--- config.mk ---
export PLATFORM = sky130hd
export DESIGN_NAME = cksp_top
export DESIGN_NICKNAME = d
export VERILOG_FILES = /design/src/pkg/cksp_pkg.sv /design/src/hdl/cksp_top.sv
export SDC_FILE = /design/constraint.sdc
export NUM_CORES = 1
export LEC_CHECK = 0
export ABC_AREA = 1
export ABC_CLOCK_PERIOD_IN_PS = 3100
export BUFFER_PORTS_ARGS = -buffer_cell sky130_fd_sc_hd__buf_2
export CELL_PAD_IN_SITES_DETAIL_PLACEMENT = 0
export CELL_PAD_IN_SITES_GLOBAL_PLACEMENT = 1
export CORE_ASPECT_RATIO = 1.5
export CORE_MARGIN = 5
export CORE_UTILIZATION = 44
export CTS_CLUSTER_SIZE = 16
export DETAILED_ROUTE_END_ITERATION = 8
export MAX_ROUTING_LAYER = met4
export PLACE_DENSITY_LB_ADDON = 0.25
export SETUP_SLACK_MARGIN = 0.02
export SYNTH_ARGS = -nofsm -noshare
export SYNTH_HDL_FRONTEND = slang
export SYNTH_SLANG_ARGS = --single-unit
--- constraint.sdc ---
create_clock -name i_clk -period 3.1 [get_ports i_clk]
set_clock_uncertainty 0.1 [all_clocks]
set_input_delay 0.93 -clock i_clk [delete_from_list [all_inputs] [get_ports i_clk]]
set_output_delay 0.93 -clock i_clk [all_outputs]
set_load 0.005 [all_outputs]
--- src/pkg/cksp_pkg.sv ---
`default_nettype none
package cksp_pkg;
  localparam int NIB_W = 4;
  localparam int SENSE_W = 8;
  localparam int DRIVE_N = 16;
  // nibble bus field positions during address phase
  localparam int ADDR_LSB = 0;
  localparam int INSTR_LSB = 2;
  localparam logic [1:0] INSTR_READ = 2'h0;
  localparam logic [1:0] INSTR_WRITE = 2'h1;
  localparam logic [1:0] ADDR_LOW = 2'h0;
  localparam logic [1:0] ADDR_HIGH = 2'h1;
  localparam logic [15:0] DRIVE_RST = 16'h0000;
  localparam logic [7:0] SENSE_RST = 8'h00;

  typedef struct packed {
    logic [3:0] dout;
    logic oe_n;
  } cksp_nib_out_t;
endpackage : cksp_pkg
`default_nettype wire
--- src/hdl/cksp_top.sv ---
// How it works
// - strobe fall latches address and instruction
// - write strobe rise captures scan value
// - value n drives line n only
// - zeroing until next latch strobe rise
// - drive starts at that latch fall
// - drive lasts one latch period exactly
// - sense byte latched at the latch fall that ends drive
// - idle drive high when no line driven
// - pressed key reads as one
// - read address 0 low nibble, 1 high nibble
// - latched byte held until read
// - writes ignored while data unread
// - writes accepted at address 4 or 5
// - read nibble driven while strobe low, until the clock after strobe rise
`timescale 1ns/100ps
`default_nettype none
module cksp_top (
  input wire logic i_clk,
  input wire logic i_nrst,
  input wire logic i_port_strobe_n,
  input wire logic i_addr_latch,
  input wire logic [3:0] i_nibble_bus,
  input wire logic [7:0] i_sense_inputs,
  output logic [3:0] o_nibble_bus,
  output logic o_nibble_bus_oe_n,
  output logic [15:0] o_drive_lines,
  output logic o_idle_drive_out
);
  typedef enum logic [2:0] {
    ST_IDLE, ST_ADDR, ST_ZERO, ST_WAIT_FALL, ST_DRIVE
  } cksp_state_t;

  cksp_state_t state_ff, nxt_state;
  logic strobe_ff, ale_ff;
  logic [1:0] addr_ff, nxt_addr;
  logic [1:0] instr_ff, nxt_instr;
  logic cyc_ff, nxt_cyc;
  logic [3:0] scan_ff, nxt_scan;
  logic [7:0] sense_ff, nxt_sense;
  logic full_ff, nxt_full;
  logic [15:0] drive_ff, nxt_drive;
  logic idle_ff, nxt_idle;
  cksp_pkg::cksp_nib_out_t nib_ff, nxt_nib;

  wire strobe_fall = strobe_ff && !i_port_strobe_n;
  wire strobe_rise = !strobe_ff && i_port_strobe_n;
  wire ale_rise = !ale_ff && i_addr_latch;
  wire ale_fall = ale_ff && !i_addr_latch;
  wire is_rd = instr_ff == cksp_pkg::INSTR_READ;
  wire wr_port = addr_ff == cksp_pkg::ADDR_LOW ||
    addr_ff == cksp_pkg::ADDR_HIGH;

  always_comb begin
    nxt_state = state_ff;
    nxt_addr = addr_ff;
    nxt_instr = instr_ff;
    nxt_cyc = cyc_ff;
    nxt_scan = scan_ff;
    nxt_sense = sense_ff;
    nxt_full = full_ff;
    nxt_drive = drive_ff;
    nxt_nib = nib_ff;
    if (strobe_fall) begin
      nxt_addr = i_nibble_bus[cksp_pkg::ADDR_LSB +: 2];
      nxt_instr = i_nibble_bus[cksp_pkg::INSTR_LSB +: 2];
      nxt_cyc = 1'b1;
    end
    // drive read nibble while strobe low
    if (cyc_ff && !i_port_strobe_n && is_rd) begin
      nxt_nib.oe_n = 1'b0;
      if (addr_ff == cksp_pkg::ADDR_LOW)
        nxt_nib.dout = sense_ff[3:0];
      else if (addr_ff == cksp_pkg::ADDR_HIGH)
        nxt_nib.dout = sense_ff[7:4];
      else
        nxt_nib.oe_n = 1'b1;
    end else if (i_port_strobe_n) begin
      nxt_nib.oe_n = 1'b1;
    end
    if (strobe_rise && cyc_ff) begin
      nxt_cyc = 1'b0;
      if (is_rd && wr_port)
        nxt_full = 1'b0;
    end
    unique case (state_ff)
      ST_IDLE: begin
        if (strobe_fall && !full_ff &&
            i_nibble_bus[cksp_pkg::INSTR_LSB +: 2] ==
              cksp_pkg::INSTR_WRITE &&
            !i_nibble_bus[cksp_pkg::ADDR_LSB + 1])
          nxt_state = ST_ADDR;
      end
      ST_ADDR: begin
        if (strobe_rise) begin
          nxt_scan = i_nibble_bus;
          nxt_state = ST_ZERO;
        end
      end
      ST_ZERO: begin
        // lines held off until latch rise
        if (ale_rise)
          nxt_state = ST_WAIT_FALL;
      end
      ST_WAIT_FALL: begin
        // one hot drive at latch fall
        if (ale_fall) begin
          nxt_drive = cksp_pkg::DRIVE_RST;
          nxt_drive[scan_ff] = 1'b1;
          nxt_state = ST_DRIVE;
        end
      end
      ST_DRIVE: begin
        if (ale_fall) begin
          nxt_drive = cksp_pkg::DRIVE_RST;
          nxt_sense = i_sense_inputs;
          nxt_full = 1'b1;
          nxt_state = ST_IDLE;
        end
      end
    endcase
    nxt_idle = ~|nxt_drive;
  end

  always_ff @(posedge i_clk or negedge i_nrst) begin
    if (!i_nrst) begin
      state_ff <= ST_IDLE;
      strobe_ff <= 1'b1;
      ale_ff <= 1'b0;
      addr_ff <= 2'h0;
      instr_ff <= 2'h3;
      cyc_ff <= 1'b0;
      scan_ff <= 4'h0;
      sense_ff <= cksp_pkg::SENSE_RST;
      full_ff <= 1'b0;
      drive_ff <= cksp_pkg::DRIVE_RST;
      idle_ff <= 1'b1;
      nib_ff <= '{dout: 4'h0, oe_n: 1'b1};
    end else begin
      state_ff <= nxt_state;
      strobe_ff <= i_port_strobe_n;
      ale_ff <= i_addr_latch;
      addr_ff <= nxt_addr;
      instr_ff <= nxt_instr;
      cyc_ff <= nxt_cyc;
      scan_ff <= nxt_scan;
      sense_ff <= nxt_sense;
      full_ff <= nxt_full;
      drive_ff <= nxt_drive;
      idle_ff <= nxt_idle;
      nib_ff <= nxt_nib;
    end
  end

  assign o_drive_lines = drive_ff;
  assign o_idle_drive_out = idle_ff;
  assign o_nibble_bus = nib_ff.dout;
  assign o_nibble_bus_oe_n = nib_ff.oe_n;
endmodule : cksp_top
`default_nettype wire

== Word-level counts from Yosys, hierarchy flattened ==
Index checks and enable logic that the tools add are counted.

* Bits in registers: 45
* Bits in latches: 0
* RAM bits: 0
* Bits in read-only memories: 0
* Input port bits: 16
* Output and inout bits: 22
* Word-level logic and storage cells: 80
* Memories kept: 0

* Add/subtract/negate cells: 0
* Multipliers: 0
* Div/mod/pow operators: 0
* Magnitude comparators: 2
* Eq/ne operators: 11
* Shift-type cells: 0
* Mux-type cells: 23
* Bitwise operators: 0
* Reduce and logical (&&, ||, !) cells: 31

{| class="wikitable"
|+ Operators by type and width
! operator !! number
|-
| $mux W16 || 2
|-
| $pmux W16 S2 || 1
|-
| $reduce_or A16 Y1 || 1
|-
| $mux W3 || 5
|-
| $pmux W3 S5 || 1
|-
| $logic_and A1 B1 Y1 || 12
|-
| $mux W1 || 11
|-
| $ne A2 B2 Y1 const B || 5
|-
| $mux W4 || 2
|-
| $logic_not A1 Y1 || 7
|-
| $eq A3 B2 Y1 const B || 2
|-
| $reduce_and A2 Y1 || 3
|-
| $reduce_bool A2 Y1 || 3
|-
| $lt A4 B5 Y1 const B || 1
|-
| $reduce_and A5 Y1 || 1
|-
| $demux W1 S4 || 1
|-
| $eq A2 B1 Y1 const B || 2
|-
| $ge A4 B1 Y1 const B || 1
|-
| $logic_not A2 Y1 || 2
|-
| $eq A3 B1 Y1 const B || 1
|-
| $eq A3 B3 Y1 const B || 1
|-
| $logic_not A3 Y1 || 1
|-
| $logic_or A1 B1 Y1 || 1
|}

== Longest topological paths before layout ==
* Depth in word-level cells: 8
* Gate-level depth with buffers: 11
* Gate-level depth less buffers: 10

== Worst setup path before layout ==
Ideal clock, no wire load.

* Path type: in2reg
* Start: input i_addr_latch
* End: register idle_ff (netlist: o_idle_drive_out)
* Setup time: 0.067 ns
* Data arrival time: 1.753 ns
* Required time: 2.933 ns
* Slack: 1.180 ns
* Stages on the path: 8
* Buffers on the path: 1
* Cell sequence: nor2_4 nand3_4 buf_6 a21oi_2 nand2_1 nor2_1 nand2_1 nor2_1

* Word-level cells in the longest chain between the ends: 6
* Elaborated cells on any way between the ends: 7
* Those cells by class: mux (3); reduce/logical (4)

{| class="wikitable"
|+ RTL lines
! what !! RTL line !! source
|-
| start, declared || cksp_top.sv:22 || <nowiki>input wire logic i_addr_latch,</nowiki>
|-
| $logic_not A1 Y1 * || cksp_top.sv:49 || <nowiki>wire ale_fall = ale_ff && !i_addr_latch;</nowiki>
|-
| $logic_and A1 B1 Y1 * || cksp_top.sv:49 ||
|-
| $mux W16, on equally long branches || cksp_top.sv:114, cksp_top.sv:107 ||
|-
| $pmux W16 S2 * || cksp_top.sv:86 || <nowiki>unique case (state_ff)</nowiki>
|-
| $reduce_or A16 Y1 * || cksp_top.sv:122 || <nowiki>nxt_idle = ~|nxt_drive;</nowiki>
|-
| $logic_not A1 Y1 * || cksp_top.sv:122 ||
|-
| net nxt_idle || cksp_top.sv:43 || <nowiki>logic idle_ff, nxt_idle;</nowiki>
|-
| end signal, assigned || cksp_top.sv:150 || <nowiki>idle_ff <= nxt_idle;</nowiki>
|-
| end, declared || cksp_top.sv:43 ||
|}

The timed path passes the listed nets; every way through them passes the cells marked *.
A chain may end at the register's enable or synchronous reset.

== Final worst setup path ==
* Start: register nib_ff (netlist bit o_nibble_bus_oe_n)
* End: output o_nibble_bus_oe_n

{| class="wikitable"
|+ RTL lines
! what !! RTL line !! source
|-
| start, declared || cksp_top.sv:44 || <nowiki>cksp_pkg::cksp_nib_out_t nib_ff, nxt_nib;</nowiki>
|-
| start signal, assigned || cksp_top.sv:138 || <nowiki>nib_ff <= '{dout: 4'h0, oe_n: 1'b1};</nowiki>
|-
| start signal, assigned || cksp_top.sv:151 || <nowiki>nib_ff <= nxt_nib;</nowiki>
|-
| end, declared || cksp_top.sv:26 || <nowiki>output logic o_nibble_bus_oe_n,</nowiki>
|}

No word-level cell between the ends.

==> summary.md <==
| Metric | Value |
|---|---|
| Final GP Congestion | `~0.80` |
| Cell taking the most area after synthesis | `dfrtp_1` |
| Final instance area | `2420 sq um` |
| Final Setup Violations | `0` |
| Initial core utilization | `0.458` |
| Peak VDD IR | `0.000398 V` |
| Actual slew at the worst max-slew pin | `0.513 ns` |
| Largest net degree at the start of global routing | `31` |
| Core area | `4540 sq um` |
| Remaining Overflow, GRT | `0` |
| Post-synth top area share | `0.481` |
| Final hold vios | `0` |
| Post-synth EDFFs | `0` |
| CP delay by family, top | `flip-flops` |
| Share of cells above drive strength 1 | `0.304` |
| Htree depth | `2` |
| Layout area overhead | `16.5%` |
| Critical path buffer and inverter count | `1` |
| Synth Flop Type | `dfrtp_1` |
| WL per Instance | `12.5 um` |
| Gr usage total | `0.158` |
| FP Rows | `30` |
| Vias in the first global route | `around 1700` |
| Routed Antenna Nets | `0` |
| Tcrit/Tclk final | `0.632` |
| Netlist cell types | `24` |
| Post-synthesis register bit count | `45` |
| Clk sinks | `45` |
| Syn Area/Cell | `approximately 8.8 sq um` |
| Post-synth top cells | `52 x nand2_1, 40 x dfrtp_1, 27 x inv_1` |
| Total CTS buffers | `5` |
| Cell with the most instances after synthesis | `nand2_1` |
| First DRT Iteration DRCs | `64` |
| Worst EP required | `roughly 2.1 ns` |
| Dpl cell area | `about 2300 sq um` |
| Root Buffer | `clkbuf_8` |
| DR vias/cell | `4.79` |
| Worst setup SP type | `flop` |
| Input/output buffers | `37` |
| Hold Path Class | `reg -> reg` |
| I/O pin total | `38` |
| DRC Markers | `0` |
| Post-synthesis cell area | `around 2100 sq um` |
| Register area share after synthesis | `0.545` |
| Setup TNS Final | `0 ns` |
| Ys async rst share | `1.00` |
| Die area | `roughly 6200 sq um` |
| Drt pass-1 iters | `4` |
| Crit path DAT | `0.93 ns` |
| Worst-path fanout max | `2` |
| Post-CTS Hold Buffers | `0` |
| Die height | `between 90 and 100 um` |
| Clk buf depth | `2` |
| Relative slew margins | `0.658` |
| CTS resizes | `0` |
| Worst path slowest cell | `dfstp_2` |
| Synth area leaders | `dfrtp_1 48%, nand2_1 9.4%, dfstp_2 6.3%` |
| Slew Limit Fails | `0` |
| Post-CTS setup buffers | `0` |
| Worst skew pair latency | `0.29 ns` |
| Maxcap violations | `0` |
| Max incr delay on CP | `0.53 ns` |
| Antenna violations before repair | `0` |
| CP Cell Sequence | `buf_2` |
| FMAX | `a little over 500 MHz` |
| Synth Warn # | `0` |
| RSZ-0062 raised after global routing | `no` |
| First-pass GRT wire length | `between 7000 and 8000 um` |
| Worst setup EP type | `output pin` |
| WL final | `around 4300 um` |
| P_leak | `between 1 and 1.5 nW` |
| DR vias | `roughly 1600` |
| Crit Path Category | `reg -> out` |
| Nets@finish | `295` |
| Post-synth net total | `252` |
| Clk slew on worst S/H paths | `0.09 ns` |
| Antenna cell count | `0` |
| DP Wirelength | `3330 um` |
| Minimum clock period | `1.96 ns` |
| Cells after synthesis | `236` |
| Outcome | `finished, final reports clean` |
| Power Dens Cells | `792 nW/um^2` |
| Die X | `~66 um` |
| TritonCTS clock tree | `yes` |
[per-stage QoR]
stage / instances / hold slack (ns) / worst slack [ns] / utilization / power [mW]
2_1_floorplan: 236 / 0.343 / 1.18 / - / 1.37
3_3_place_gp: 336 / 0.357 / 0.853 / 0.514 / 1.57
3_5_place_dp: 336 / 0.367 / 0.846 / 0.514 / 1.58
4_1_cts: 344 / 0.397 / 1.12 / 0.534 / 1.95
5_1_grt: 344 / 0.415 / 0.968 / 0.534 / 2.10
6_report: 344 / 0.393 / 1.14 / 0.534 / 1.92
[per-layer routing]
layer | vias to the layer above | GRT usage | wire, um
li1 | 841 | - | -
met1 | 768 | 0.161 | 1630
met2 | 38 | 0.288 | 2450
met3 | 2 | 0.0359 | 189
met4 | 0 | 0.0559 | 31
met5 | - | - | 0
[worst register-to-register path, delay by kind of cell (launching register included)]
kind | cells | cell delay (ns)
AO/OA/AOI/OAI | 1 | 0.06
buffers and inverters | 1 | 0.16
flip-flops | 1 | 0.49
AND/OR/NAND/NOR | 7 | 0.97
[final timing paths]
check                                                   start                            end  slack [ns]  cells after the start
worst min-delay path              o_nibble_bus[3]$_DFFE_PN0P_    o_nibble_bus[3]$_DFFE_PN0P_        0.39                      2
worst max-delay path            o_nibble_bus_oe_n$_DFFE_PN1P_              o_nibble_bus_oe_n        1.14                      1
worst min register to register    o_nibble_bus[3]$_DFFE_PN0P_    o_nibble_bus[3]$_DFFE_PN0P_        0.39                      2
min in group asynchronous                              i_nrst    o_drive_lines[12]$_DFF_PN0_        0.43                      1
max in group asynchronous                              i_nrst  o_nibble_bus_oe_n$_DFFE_PN1P_        1.73                      2
worst max register to register        state_ff[0]$_DFFE_PN0P_     o_idle_drive_out$_DFF_PN1_        1.29                      9
[final cells by class]
type / instances / area (sq um)
tap: 64 / 80.1
sequential: 45 / 1130
clock inverter: 3 / 21.3
fill: 453 / 2120
inverter: 33 / 124
timing repair buffer: 38 / 193
multi-input combinational: 156 / 805
clock buffer: 5 / 68.8
[flip-flops by register name, summed over array words and instances, names as in the netlist, 2 cells and up]
| signal | count |
|---|---|
| sense_ff | 8 |
| state_ff | 3 |
| addr_ff | 2 |
| o_drive_lines | 16 |
| o_nibble_bus | 4 |
| scan_ff | 4 |
| instr_ff | 2 |
[cells by family after synthesis]
family	after synthesis	share of synthesized area
and+or+nand+nor	124	0.273
DFF	45	0.545
buffers and inverters	35	0.0686
AOI/OAI and AO/OA	24	0.0710
muxes	8	0.0433
[placed cells by master (no fill, tap or decap)]
master,count
mux2_2,8
o31ai_1,5
dfrtp_1,40
a21boi_0,1
nand3_1,18
inv_1,27
nand3_4,1
a21oi_1,1
inv_2,6
o21ai_2,1
inv_6,1
nor2_2,1
o22ai_1,1
a21oi_2,2
nand4_1,4
nand2_2,14
nor2_4,1
and2_0,1
buf_2,37
nand2_1,52
clkinvlp_4,1
nor3_1,6
buf_4,1
clkinv_2,1
dfstp_2,5
clkbuf_8,5
nor2_1,26
o21ai_0,13
[power by group]
part / internal, mW / leakage, nW / switching, mW
clock network: 0.160 / 0.0445 / 0.203
registers: 0.772 / 0.584 / 0.142
logic: 0.265 / 0.701 / 0.378
Note: power is estimated with default switching activity, not from simulation.
